<file path="src/fault_summary_pkg.sv">
package fault_summary_pkg;
  localparam int NUM_CHANNELS = 4;
  localparam int NUM_CATEGORIES = 6;
  localparam int NUM_GLOBAL_WARN = 4;
  localparam int ADDR_WIDTH = 6;
  localparam int DATA_WIDTH = 8;
  // register offsets
  localparam logic [5:0] OFFSET_CATEGORY_SUMMARY = 6'h00;
  localparam logic [5:0] OFFSET_CHANNEL_SUMMARY = 6'h01;
  // reset values and unmapped read value
  localparam logic [7:0] RESET_CATEGORY_SUMMARY = 8'h80;
  localparam logic [7:0] RESET_CHANNEL_SUMMARY = 8'h00;
  localparam logic [7:0] UNMAPPED_READ_VALUE = 8'h00;
  localparam logic RESET_SUPPLY_LATCH = 1'b1;
  // category summary bit positions
  localparam int BIT_SUPPLY_FAULT = 7;
  localparam int BIT_REVERSE_BLOCK = 6;
  localparam int BIT_GLOBAL_ERROR = 0;
  // category index k (0 reverse, 1 overtemp, 2 overcurrent, 3 on open,
  // 4 off open, 5 supply short) lands on summary bit BIT_REVERSE_BLOCK - k
  localparam int DETAIL_READ_GLOBAL = 6;
  localparam int NUM_DETAIL_READS = 7;
endpackage

</file>
<file path="src/fault_summary_status.sv">
`timescale 1ns/100ps
// Behaviour
// - category summary bit is OR of that fault category over all four channels.
// - category summary register reads 0x80 after reset, supply bit set.
// - bit 7 set on logic supply lockout or main supply undervoltage.
// - bit 6 set on blocked reverse current in any channel.
// - bit 5 set on thermal shutdown in any channel.
// - bit 4 set on current-limit fault in any channel.
// - bit 3 set on on-state wire break in any channel.
// - bit 2 set on off-state wire break in any channel.
// - bit 1 set on off-state short to supply in any channel.
// - bit 0 set on serial, watchdog, low supply warning or chip thermal warning.
// - with latching on, bits hold until detail read and condition gone.
// - supply and global bits release on global detail read when faults are gone.
// - channel category bits release on read of their own detail register.
// - channel summary at offset 1 resets 0x00, bit per channel ORs the six channel fault categories, not supply or global.
// - channel summary bits 3..0 are channels four..one, bits 7..4 read zero.
// - with latching on, global undervoltage and warning state clears on read only after condition removed.
module fault_summary_status
  import fault_summary_pkg::*;
(
  input wire logic i_clock, // 10 MHz device clock
  input wire logic i_rst, // power-on reset, async, active high
  input wire logic i_fault_latch_control, // 1 = summary bits latch
  input wire logic [NUM_CATEGORIES*NUM_CHANNELS-1:0] i_channel_fault, // [cat*4+ch], async
  input wire logic i_logic_supply_lockout, // async
  input wire logic i_main_supply_undervoltage, // async
  input wire logic [NUM_GLOBAL_WARN-1:0] i_global_warn, // serial, watchdog, low, thermal
  input wire logic [NUM_DETAIL_READS-1:0] i_detail_read, // one-cycle detail read pulses
  input wire logic i_read_en, // one-cycle read strobe
  input wire logic [ADDR_WIDTH-1:0] i_read_addr, // register offset
  output logic [DATA_WIDTH-1:0] o_read_data, // read answer
  output logic o_read_valid, // answer valid pulse
  output logic [DATA_WIDTH-1:0] o_category_summary, // fault_category_summary
  output logic [DATA_WIDTH-1:0] o_channel_summary // faulted_channel_summary
);
  localparam int LIVE_WIDTH = NUM_CATEGORIES*NUM_CHANNELS + 2 + NUM_GLOBAL_WARN;

  logic [LIVE_WIDTH-1:0] sync1_reg, sync2_reg;
  logic [NUM_CATEGORIES*NUM_CHANNELS-1:0] ch_live;
  logic supply_live, global_live;
  logic [NUM_CATEGORIES*NUM_CHANNELS-1:0] lat_reg, lat_next;
  logic supply_reg, supply_next, global_reg, global_next;
  logic [NUM_CATEGORIES-1:0] cat_any;
  logic [NUM_CHANNELS-1:0] chan_any;
  logic [DATA_WIDTH-1:0] cat_sum_next, chan_sum_next, rd_data_next;

  // two-stage synchronisers for analog fault inputs
  always_ff @(posedge i_clock or posedge i_rst) begin
    if (i_rst) begin
      sync1_reg <= '0;
      sync2_reg <= '0;
    end else begin
      sync1_reg <= {i_global_warn, i_main_supply_undervoltage, i_logic_supply_lockout,
                    i_channel_fault};
      sync2_reg <= sync1_reg;
    end
  end

  assign ch_live = sync2_reg[NUM_CATEGORIES*NUM_CHANNELS-1:0];
  assign supply_live = |sync2_reg[NUM_CATEGORIES*NUM_CHANNELS +: 2];
  assign global_live = |sync2_reg[NUM_CATEGORIES*NUM_CHANNELS+2 +: NUM_GLOBAL_WARN];

  // with latch on, clear only with read and condition gone, else follow live; a live fault keeps the bit set
  function automatic logic next_flag(input logic cur, input logic live, input logic latch,
                                     input logic rd);
    if (!latch)
      next_flag = live;
    else
      next_flag = live | (cur & ~rd);
  endfunction

  always_comb begin
    for (int i = 0; i < NUM_CATEGORIES*NUM_CHANNELS; i++) begin
      lat_next[i] = next_flag(lat_reg[i], ch_live[i], i_fault_latch_control,
                              i_detail_read[i/NUM_CHANNELS]);
    end
    supply_next = next_flag(supply_reg, supply_live, i_fault_latch_control,
                            i_detail_read[DETAIL_READ_GLOBAL]);
    global_next = next_flag(global_reg, global_live, i_fault_latch_control,
                            i_detail_read[DETAIL_READ_GLOBAL]);
  end

  always_ff @(posedge i_clock or posedge i_rst) begin
    if (i_rst) begin
      lat_reg <= '0;
      supply_reg <= RESET_SUPPLY_LATCH;
      global_reg <= 1'b0;
    end else begin
      lat_reg <= lat_next;
      supply_reg <= supply_next;
      global_reg <= global_next;
    end
  end

  genvar gk, gc;
  generate
    for (gk = 0; gk < NUM_CATEGORIES; gk++) begin : g_cat
      assign cat_any[gk] = |lat_reg[gk*NUM_CHANNELS +: NUM_CHANNELS];
    end
    for (gc = 0; gc < NUM_CHANNELS; gc++) begin : g_chan
      logic [NUM_CATEGORIES-1:0] per_cat;
      for (gk = 0; gk < NUM_CATEGORIES; gk++) begin : g_bit
        assign per_cat[gk] = lat_reg[gk*NUM_CHANNELS + gc];
      end
      assign chan_any[gc] = |per_cat;
    end
  endgenerate

  always_comb begin
    cat_sum_next = '0;
    cat_sum_next[BIT_SUPPLY_FAULT] = supply_reg;
    for (int k = 0; k < NUM_CATEGORIES; k++) begin
      cat_sum_next[BIT_REVERSE_BLOCK-k] = cat_any[k];
    end
    cat_sum_next[BIT_GLOBAL_ERROR] = global_reg;
    chan_sum_next = {{(DATA_WIDTH-NUM_CHANNELS){1'b0}}, chan_any};
    case (i_read_addr)
      OFFSET_CATEGORY_SUMMARY: rd_data_next = o_category_summary;
      OFFSET_CHANNEL_SUMMARY: rd_data_next = o_channel_summary;
      default: rd_data_next = UNMAPPED_READ_VALUE;
    endcase
    if (!i_read_en)
      rd_data_next = o_read_data;
  end

  always_ff @(posedge i_clock or posedge i_rst) begin
    if (i_rst) begin
      o_category_summary <= RESET_CATEGORY_SUMMARY;
      o_channel_summary <= RESET_CHANNEL_SUMMARY;
      o_read_data <= '0;
      o_read_valid <= 1'b0;
    end else begin
      o_category_summary <= cat_sum_next;
      o_channel_summary <= chan_sum_next;
      o_read_data <= rd_data_next;
      o_read_valid <= i_read_en;
    end
  end

  // per-bit checks; category k sits on summary bit BIT_REVERSE_BLOCK - k
  generate
    for (gk = 0; gk < NUM_CATEGORIES*NUM_CHANNELS; gk++) begin : g_chk

    end
  endgenerate
endmodule

</file>
<file path="config.mk">
export PLATFORM = sky130hd
export DESIGN_NAME = fault_summary_status
export DESIGN_NICKNAME = d
export VERILOG_FILES = /design/src/fault_summary_pkg.sv /design/src/fault_summary_status.sv
export SDC_FILE = /design/constraint.sdc
export NUM_CORES = 1
export LEC_CHECK = 0
export BUFFER_PORTS_ARGS = -buffer_cell sky130_fd_sc_hd__buf_2
export CAP_MARGIN = 20
export CORE_MARGIN = 5
export CORE_UTILIZATION = 53
export CTS_CLUSTER_SIZE = 16
export DETAILED_ROUTE_END_ITERATION = 10
export PLACE_DENSITY_LB_ADDON = 0.08
export SYNTH_ARGS = -nofsm -noshare
export SYNTH_HDL_FRONTEND = slang
export SYNTH_SLANG_ARGS = --single-unit
</file>
<file path="constraint.sdc">
create_clock -name i_clock -period 4.6 [get_ports i_clock]
set_clock_uncertainty 0.05 [all_clocks]
set_input_delay 0.69 -clock i_clock [delete_from_list [all_inputs] [get_ports i_clock]]
set_output_delay 0.69 -clock i_clock [all_outputs]
set_load 0.02 [all_outputs]
</file>
==> summary.md, run 1 <==
| Metric | Value |
|---|---|
| Post-CTS resize count | 0 |
| Global-route wire length before repair | 8360 um |
| Critical Path AT | 1.05 ns |
| Post-layout min period | 1.79 ns |
| Chip width | roughly 90 um |
| Area delta synth->final | 18.4% |
| CTS Buf Count | 9 |
| Clock sink count | 107 |
| Root Driver | clkbuf_8 |
| Hold Buf Count CTS | 0 |
| Clock-pin slew on the worst setup and hold paths | 0.09 ns |
| # IOs | 72 |
| Pwr Density | about 430 nW/um^2 |
| Ys async rst share | 100% |
| Layout Nets | 316 |
| Total number of vias | around 1700 |
| Top_reg_cell synth | dfrtp_1 |
| IO buf count | 67 |
| DP HPWL | approximately 3600 um |
| Clk_lat worst skew | roughly 0.36 ns |
| Syn Area/Cell | ~17 sq um |
| TritonCTS clock tree | built |
| Yosys Warn Count | 0 |
| Worst path bufs/invs | 1 |
| Setup TNS | 0 ns |
| Worst path required time | 3.86 ns |
| Max-cap violations | 0 |
| DR WL/cell | 14.3 um |
| LEAKAGE | about 0.0019 uW |
| First drt pass iteration count | 4 |
| RSZ-0062 raised after global routing | no |
| Synth cell types | 21 |
| Crit-path cells | buf_2 |
| Total global-route track usage | 14.4% |
| Top-area cell type share of the netlist area | 78.5% |
| Vias per Instance | 4.94 |
| Number of DRC markers in iteration 0 | 74 |
| Clk buf depth | 2 |
| Slew @ Worst Pin | 0.834 ns |
| Largest net degree at the start of global routing | 74 |
| HP Class | flip-flop to flip-flop |
| Mapped Area | 3350 sq um |
| Initial core utilization | 53.6% |
| Antenna violations before repair | 0 |
| ANT cells | 0 |
| Standard-cell rows | 29 |
| CP Max Fanout | 2 |
| # DRC | 0 |
| Top delay family on crit path | flip-flops |
| Reg2Reg Setup Slack | 3.38 ns |
| Outcome | completed |
| CP max stage cell | dfstp_2 |
| Gate Count Post-Synth | 195 |
| Total Routed Length | 5030 um |
| Die Height | 89.5 um |
| Slew Viols, Final | 0 |
| Final Hold Vio Count | 0 |
| CP Class | flip-flop to output pin |
| Seq/Total Area, Yosys | 80.1% |
| # setup viols final | 0 |
| Htree depth | 3 |
| Worst hold stages | 0 |
| Number of synthesized register bits | roughly 110 |
| Combinational share of power | 4.7% |
| Clock share of power | a little over a third |
| Int Power | ~1300 uW |
| Sw frac | 21.6% |
| Die area | 8000 sq um |
| Post-synth EDFFs | 0 |
| Element type at the critical path start | flip-flop |
| Sw Pwr | 365 uW |
| Slew headroom | between 40% and 50% |
| Core area | around 6200 sq um |
| Yosys top cell by area | dfrtp_1 |
| Layout cells sized above 1 | between 30% and 40% |
| Slowest cell delay on critical path | between 0.5 and 0.6 ns |
| Final Util | 63.5% |
| GPL Wtd Cong | 0.722 |
| Maximum VDD drop | just over 0.3 mV |
| Grt ovf | 0 |
| Post CTS Setup Buffer Count | 0 |
| Max Clock Freq | approximately 0.56 GHz |
| Cells on worst reg2reg path | 2 |
| Flop pwr share | 59.5% |
| Vias in the first global route | 1690 |
| Detail Route Antenna Nets | 0 |
| Period utilisation layout | around 40% |
| CP Capture Type | output pin |
| Levels on crit path | 1 |
| Top cells by area, synth | dfrtp_1 (79%), a21o_1 (5.4%), o32ai_2 (1.9%) |
power by group through the flow:
stage | registers [uW] | logic, uW | clock network (uW)
detailed placement | 1030 | 81.2 | 0
finish | 1010 | 79.1 | 606
global route | 1010 | 90.1 | 668
CTS | 1010 | 81.2 | 627
floorplan | 1020 | 47.3 | 0
global placement | 1020 | 79.2 | 0
kinds of logic (layout without fill, tap and decap cells):
| kind of cell | count (synthesis) | in the layout | share of synthesized area (%) |
|---|---|---|---|
| AO/OA/AOI/OAI | 34 | 34 | 9.83 |
| AND/OR/NAND/NOR | 31 | 31 | 5.87 |
| buffers and inverters | 18 | 94 | 2.92 |
| flip-flops | 107 | 107 | 80.1 |
| other | 1 | 4 | 0.112 |
| multiplexers | 4 | 4 | 1.20 |
placed cells by master (no fill, tap or decap):
cell type / instances
dfrtp_1: 105
or2_2: 1
nor2_1: 4
or4_1: 7
o32ai_2: 4
a31o_1: 1
inv_1: 9
clkbuf_8: 9
nand2b_2: 4
nor4_1: 4
nor2b_1: 6
buf_2: 67
o41ai_2: 4
inv_6: 2
a311o_1: 1
or4b_1: 1
inv_4: 1
buf_4: 1
clkinv_2: 1
mux2i_1: 4
clkinvlp_4: 2
a21o_1: 24
nand2_1: 4
bufinv_16: 2
dfstp_2: 2
conb_1: 4
synth_stat cells, drive strengths merged, types with 2 or more instances:
library cell	n
clkbuf	2
o41ai	4
mux2i	4
nor2b	6
buf	6
nand2b	4
or4	7
inv	10
nor2	4
o32ai	4
dfstp	2
a21o	24
nand2	4
dfrtp	105
nor4	4
per-stage QoR:
stage,std cells,area [sq um],setup slack [ns],hold slack (ns),total power (uW)
6_report,351,3960,2.81,0.298,1690
5_1_grt,351,3960,2.76,0.308,1770
4_1_cts,351,3960,2.78,0.300,1710
3_5_place_dp,335,3740,2.51,0.285,1110
3_3_place_gp,335,3740,2.54,0.282,1100
2_1_floorplan,198,3360,1.05,0.281,1070
routing by layer:
metal	GRT usage, %	vias up	wire, um
met5	0	-	0
met4	6.90	0	82
li1	-	803	-
met3	4.88	10	436
met2	20.1	67	2160
met1	20.5	855	2360
final cells by class:
| cell class | instances | area [sq um] |
|---|---|---|
| well taps | 77 | 96.3 |
| multi-input cells | 73 | 581 |
| clock inverters | 7 | 97.6 |
| flip-flops and latches | 107 | 2680 |
| inverters | 10 | 40.0 |
| repair buffers | 68 | 343 |
| fillers | 489 | 2280 |
| clock buffers | 9 | 124 |
worst paths after layout:
check	startpoint	endpoint
hold / removal	sync1_reg[11]	sync2_reg[11]
min in group asynchronous	i_rst	sync1_reg[0]
setup / recovery	o_category_summary[7]	o_category_summary[7]
setup reg to reg	sync2_reg[27]	global_reg
hold reg to reg	sync1_reg[11]	sync2_reg[11]
max in group asynchronous	i_rst	o_category_summary[7]
Note: power is estimated with default switching activity, not from simulation.
==> run 2: changes to the inputs <==
--- a/config.mk
+++ b/config.mk
@@ -5,6 +5,7 @@
 export SDC_FILE = /design/constraint.sdc
 export NUM_CORES = 1
 export LEC_CHECK = 0
+export ABC_AREA = 1
 export BUFFER_PORTS_ARGS = -buffer_cell sky130_fd_sc_hd__buf_2
 export CAP_MARGIN = 20
 export CORE_MARGIN = 5
==> constraint.sdc (replaced) <==
create_clock -name i_clock -period 1.85 [get_ports i_clock]
set_clock_uncertainty 0.05 [all_clocks]
set_input_delay 0.2775 -clock i_clock [delete_from_list [all_inputs] [get_ports i_clock]]
set_output_delay 0.2775 -clock i_clock [all_outputs]
set_load 0.02 [all_outputs]
==> run 2 against run 1 <==
Against the previous run: sequential power increased by 150%; first-iteration DRC count grew 4.1%; final cell count up 25%; final area increased by 9.7%; clock power is 140% higher; critical endpoint unchanged; highest routed layer unchanged.
==> summary.md, run 2 <==
| Metric | Value |
|---|---|
| Syn Area/Cell | 13.6 sq um |
| TritonCTS clock tree | built |
| Post CTS Setup Buffer Count | 0 |
| DP HPWL | roughly 3800 um |
| Antenna violations before repair | 0 |
| CTS Buf Count | 9 |
| Top-count cell post-synth | dfrtp_1 |
| Die Height | 90.7 um |
| Mux cell area share after synthesis | 0% |
| RSZ-0062 raised after global routing | no |
| Setup TNS | 0 ns |
| Number of DRC markers in iteration 0 | 77 |
| Max Clock Freq | around 0.74 GHz |
| Worst path bufs/invs | 1 |
| Clock-pin slew on the worst setup and hold paths | 0.09 ns |
| Commonest cells after routing, fill and taps aside | dfrtp_1 (105), buf_2 (67), nand2_1 (50) |
| # IOs | 72 |
| Clk_lat worst skew | between 0.3 and 0.4 ns |
| Max-cap violations | 0 |
| CP Max Fanout | 2 |
| Post-route insts no fill | roughly 440 |
| Cells on worst reg2reg path | 2 |
| Core area | around 6300 sq um |
| Yosys Warn Count | 0 |
| Crit-path cells | buf_2 |
| Element type at the critical path start | flip-flop |
| Chip width | just over 90 um |
| Pwr Density | 972 nW/um^2 |
| Number of synthesized register bits | approximately 110 |
| Largest net degree at the start of global routing | 108 |
| Post-synth EDFFs | 0 |
| Slew Viols, Final | 0 |
| R2R Path End | o_channel_summary[1] |
| Root Driver | clkbuf_8 |
| Grt ovf | 0 |
| Met2 Routed Length | between 2000 and 3000 um |
| Adder-cell area share of the yosys netlist | 0% |
| Global-route wire length before repair | roughly 10000 um |
| # setup viols final | 0 |
| Slowest cell delay on critical path | 0.53 ns |
| CP Class | flip-flop to output pin |
| Maximum VDD drop | 0.677 mV |
| CP Capture Type | output pin |
| Final Cell Area | 4340 sq um |
| Placed insts | 393 |
| DR WL/cell | approximately 13 um |
| Synth cell types | 18 |
| Critical Path AT | 1.03 ns |
| Layout cells sized above 1 | 25.3% |
| Top delay family on crit path | flip-flops |
| GPL Wtd Cong | 0.803 |
| Htree depth | 3 |
| Worst path required time | 1.52 ns |
| Area delta synth->final | 25.9% |
| Filler cells | 472 |
| Slew headroom | 63.8% |
| Standard-cell rows | 29 |
| Mapped Area | roughly 3400 sq um |
| Synth Area in Compound Gates | 5.80% |
| Ys async rst share | 100% |
| Total Routed Length | 5730 um |
| Gate Count Post-Synth | 253 |
| Final Hold Vio Count | 0 |
| Clk buf depth | 2 |
| Yosys top cell by area | dfrtp_1 |
| # DRC | 0 |
| HP Class | input port to async pin |
| Synth Area in XOR/XNOR | 0% |
| Slew @ Worst Pin | between 0.5 and 0.6 ns |
| Detail Route Antenna Nets | 0 |
| ANT cells | 0 |
| Period utilisation layout | between 70% and 80% |
| First drt pass iteration count | 4 |
| Post-synthesis simple-gate area fraction | 11.2% |
| CP max stage cell | dfstp_2 |
| Placement Cell Area | 3840 sq um |
| Top cells by area, synth | dfrtp_1 (76%), nand2_1 (5.4%), o21bai_1 (5.2%) |
| Main combinational cell family by area after synthesis | simple AND/OR/NAND/NOR gates |
| WL met3 | roughly 370 um |
| Die area | 8220 sq um |
| Post-synth top cells | dfrtp_1 (105), nand2_1 (50), inv_1 (27) |
| LEAKAGE | 0.00212 uW |
| Setup crit start | o_category_summary[7] |
| Seq/Total Area, Yosys | a little under 80% |
| Total number of vias | 2063 |
| WL met1 | around 2500 um |
| Top_reg_cell synth | dfrtp_1 |
| Outcome | completed |
| Post-CTS resize count | 0 |
| Top Metal Used | met4 |
| Vias per Instance | 4.72 |
| Post-layout min period | 1.36 ns |
| Layout Nets | 404 |
| Vias in the first global route | around 2100 |
| Initial core utilization | 54.3% |
| Top-area cell type share of the netlist area | 76.2% |
| Crit path to | o_category_summary[7] |
| Commonest non-fill, non-tap cell in the layout | dfrtp_1 |
| Total global-route track usage | 15.1% |
| R2r startpoint | lat_reg[9] |
| Levels on crit path | 1 |
| Clock sink count | 107 |
| Reg2Reg Setup Slack | 0.74 ns |
| IO buf count | 67 |
==> run 2: cells by family after synthesis <==
family          count (synthesis)
buf+inv                        36
flops                         107
compound gates                 28
simple gates                   81
other cells                     1
==> run 2: per-stage QoR <==
step / setup slack [ns] / total power [uW] / hold WS, ns / util, %
2_1_floorplan: 0.237 / 2680 / 0.259 / -
3_3_place_gp: 0.750 / 2770 / 0.281 / 60.5
3_5_place_dp: 0.740 / 2780 / 0.285 / 60.5
4_1_cts: 0.469 / 4280 / 0.0399 / 68.4
5_1_grt: 0.452 / 4420 / 0.0790 / 68.4
6_report: 0.494 / 4220 / 0.00381 / 68.4
==> run 2: metal layers <==
layer | up-vias | global-route usage (%)
li1 | 1009 | -
met1 | 983 | 19.7
met2 | 61 | 23.2
met3 | 10 | 4.17
met4 | 0 | 7.57
met5 | - | 0
==> run 2: repair_timing <==
item	CTS	global route
setup endpoints to repair	0	0
endpoints found under the hold margin	30	0
hold buffers	30	0
==> run 2: how the worst min path moves through the flow <==
stage               cells after the start     startpoint        endpoint  slack, ns
finish                                  3          i_rst    o_read_valid      0.004
global route                            3          i_rst  o_read_data[6]       0.08
CTS                                     3          i_rst    o_read_valid       0.04
detailed placement                      0   sync1_reg[5]    sync2_reg[5]       0.28
global placement                        0  sync1_reg[28]   sync2_reg[28]       0.28
floorplan                               0      i_read_en    o_read_valid       0.26
==> run 2: cell type report <==
class / count / area (sq um) / share of cell area [%]
Clock buffer: 9 / 124 / 2.85
Clock inverter: 5 / 78.8 / 1.81
Inverter: 28 / 109 / 2.51
Multi-Input combinational cell: 113 / 601 / 13.8
Sequential cell: 107 / 2680 / 61.7
Tap cell: 77 / 96.3 / 2.22
Timing Repair Buffer: 98 / 656 / 15.1
==> run 2: where the power goes <==
group,internal [uW],leakage [uW],switching [uW]
logic,125,0.000791,152
registers,2450,0.00122,47.8
clock network,748,0.000105,698
==> run 3: changes to the inputs <==
==> constraint.sdc (replaced) <==
create_clock -name i_clock -period 1.28 [get_ports i_clock]
set_clock_uncertainty 0.05 [all_clocks]
set_input_delay 0.192 -clock i_clock [delete_from_list [all_inputs] [get_ports i_clock]]
set_output_delay 0.192 -clock i_clock [all_outputs]
set_load 0.02 [all_outputs]
==> run 3 against run 2 <==
Against the previous run: register-to-register slack worse by 0.52 ns; combinational power up 48%; sequential share of layout area down 0.19 points; first-iteration DRC count down 1.3%; die area unchanged; global-route usage up 0.34 points; non-clock buffer count up 2; final area up 0.32%; hold slack better by 0.015 ns; total power up 42%; final cell count up 0.69%; critical endpoint unchanged.
==> summary.md, run 3 (synthesis gave the netlist of run 2 again) <==
| Metric | Value |
|---|---|
| Outcome | completed |
| Crit-path cells | buf_6 |
| Max Clock Freq | roughly 0.8 GHz |
| DR WL/cell | 13.0 um |
| Clock sink count | 107 |
| Htree depth | 3 |
| Core area | 6350 sq um |
| Clk buf depth | 2 |
| GPL Wtd Cong | between 0.8 and 0.9 |
| CP max stage cell | dfstp_2 |
| Area delta synth->final | 26.3% |
| WL met1 | 2640 um |
| LEAKAGE | 0.00212 uW |
| Grt ovf | 0 |
| CP Class | flip-flop to output pin |
| Placed insts | between 300 and 400 |
| Met2 Routed Length | 2690 um |
| # DRC | 0 |
| Number of DRC markers in iteration 0 | 76 |
| Filler cells | 452 |
| Total number of vias | a little over 2000 |
| Reg2Reg Setup Slack | 0.22 ns |
| Clock-pin slew on the worst setup and hold paths | around 0.090 ns |
| Chip width | 90.7 um |
| CP Capture Type | output pin |
| Post CTS Setup Buffer Count | 0 |
| DP HPWL | 3850 um |
| Root Driver | clkbuf_8 |
| Top Metal Used | met4 |
| Detail Route Antenna Nets | 0 |
| Die Height | approximately 91 um |
| # setup viols final | 0 |
| RSZ-0062 raised after global routing | yes |
| Final Hold Vio Count | 0 |
| CTS Buf Count | 9 |
| Worst path required time | between 1 and 1.5 ns |
| Antenna violations before repair | 0 |
| IO buf count | 67 |
| Worst path bufs/invs | 1 |
| CP Max Fanout | 2 |
| Slew Viols, Final | 0 |
| Slowest cell delay on critical path | 0.54 ns |
| # IOs | between 70 and 80 |
| Pwr Density | roughly 1400 nW/um^2 |
| First drt pass iteration count | 4 |
| Global-route wire length before repair | about 10000 um |
| ANT cells | 0 |
| Top delay family on crit path | flip-flops |
| Layout Nets | 406 |
| Total Routed Length | 5740 um |
| HP Class | input port to flip-flop |
| Vias in the first global route | 2163 |
| WHS | 0.0190 ns |
| Layout cells sized above 1 | around 25% |
| Element type at the critical path start | flip-flop |
| Commonest cells after routing, fill and taps aside | dfrtp_1 (105), buf_2 (66), nand2_1 (50) |
| Critical Path AT | between 0.9 and 1 ns |
| Standard-cell rows | 29 |
| Post-route insts no fill | 440 |
| Post-layout min period | 1.23 ns |
| Total global-route track usage | between 15 and 20% |
| Period utilisation layout | 96.1% |
| Max-cap violations | 0 |
| TritonCTS clock tree | built |
| Maximum VDD drop | 1.03 mV |
| Clk_lat worst skew | 0.34 ns |
| Commonest non-fill, non-tap cell in the layout | dfrtp_1 |
| Initial core utilization | around 54% |
| Largest net degree at the start of global routing | slightly above 80 |
| Vias per Instance | between 4 and 5 |
| Die area | 8220 sq um |
| WL met3 | 368 um |
[run 3: routing by layer]
layer	track usage (%)	up-vias
met1	21.5	993
met3	4.42	4
met5	0	-
met4	6.33	0
li1	-	1017
met2	22.8	57
[run 3: area by class of cell]
cell class	instances	area (sq um)	area share, %
sequential	107	2680	61.5
clock buffer	11	141	3.24
clock inverter	4	51.3	1.18
tap	77	96.3	2.21
timing repair buffer	100	679	15.6
inverter	28	109	2.50
multi-input combinational	113	601	13.8
[run 3: repair_timing]
item                                    in CTS  in global routing
hold buffers                                31                  0
gates resized for setup                      1                  1
endpoints found under the setup margin       1                  1
endpoints found under the hold margin      135                  0
cloned                                       0                  0
[run 3: where the power goes]
| group | internal, uW | switching, uW | total, uW | leakage (uW) |
|---|---|---|---|---|
| combinational | 187 | 224 | 412 | 0.000803 |
| sequential | 3540 | 68.2 | 3610 | 0.00122 |
| clock | 949 | 1010 | 1960 | 0.0000954 |
[run 3: through the flow]
stage / TNS [ns] / utilization [%] / power [uW] / worst slack (ns) / cell area, sq um
floorplan: -26.03 / - / 3870 / -0.248 / 3460
global placement: 0 / 60.6 / 4010 / 0.211 / 3850
detailed placement: 0 / 60.6 / 4020 / 0.213 / 3850
CTS: 0 / 68.6 / 6060 / 0.0140 / 4350
global route: -0.00351 / 68.6 / 6270 / -0.00351 / 4360
finish: 0 / 68.6 / 5980 / 0.0497 / 4360
[run 3: final timing paths]
kind | from | to | cells past startpoint
worst min-delay path | i_detail_read[1] | lat_reg[5] | 2
min in group asynchronous | i_rst | sync1_reg[0] | 4
max in group asynchronous | i_rst | o_category_summary[2] | 4
worst min register to register | sync1_reg[19] | sync2_reg[19] | 0
worst max register to register | lat_reg[9] | o_channel_summary[1] | 2
worst max-delay path | o_category_summary[7] | o_category_summary[7] | 1
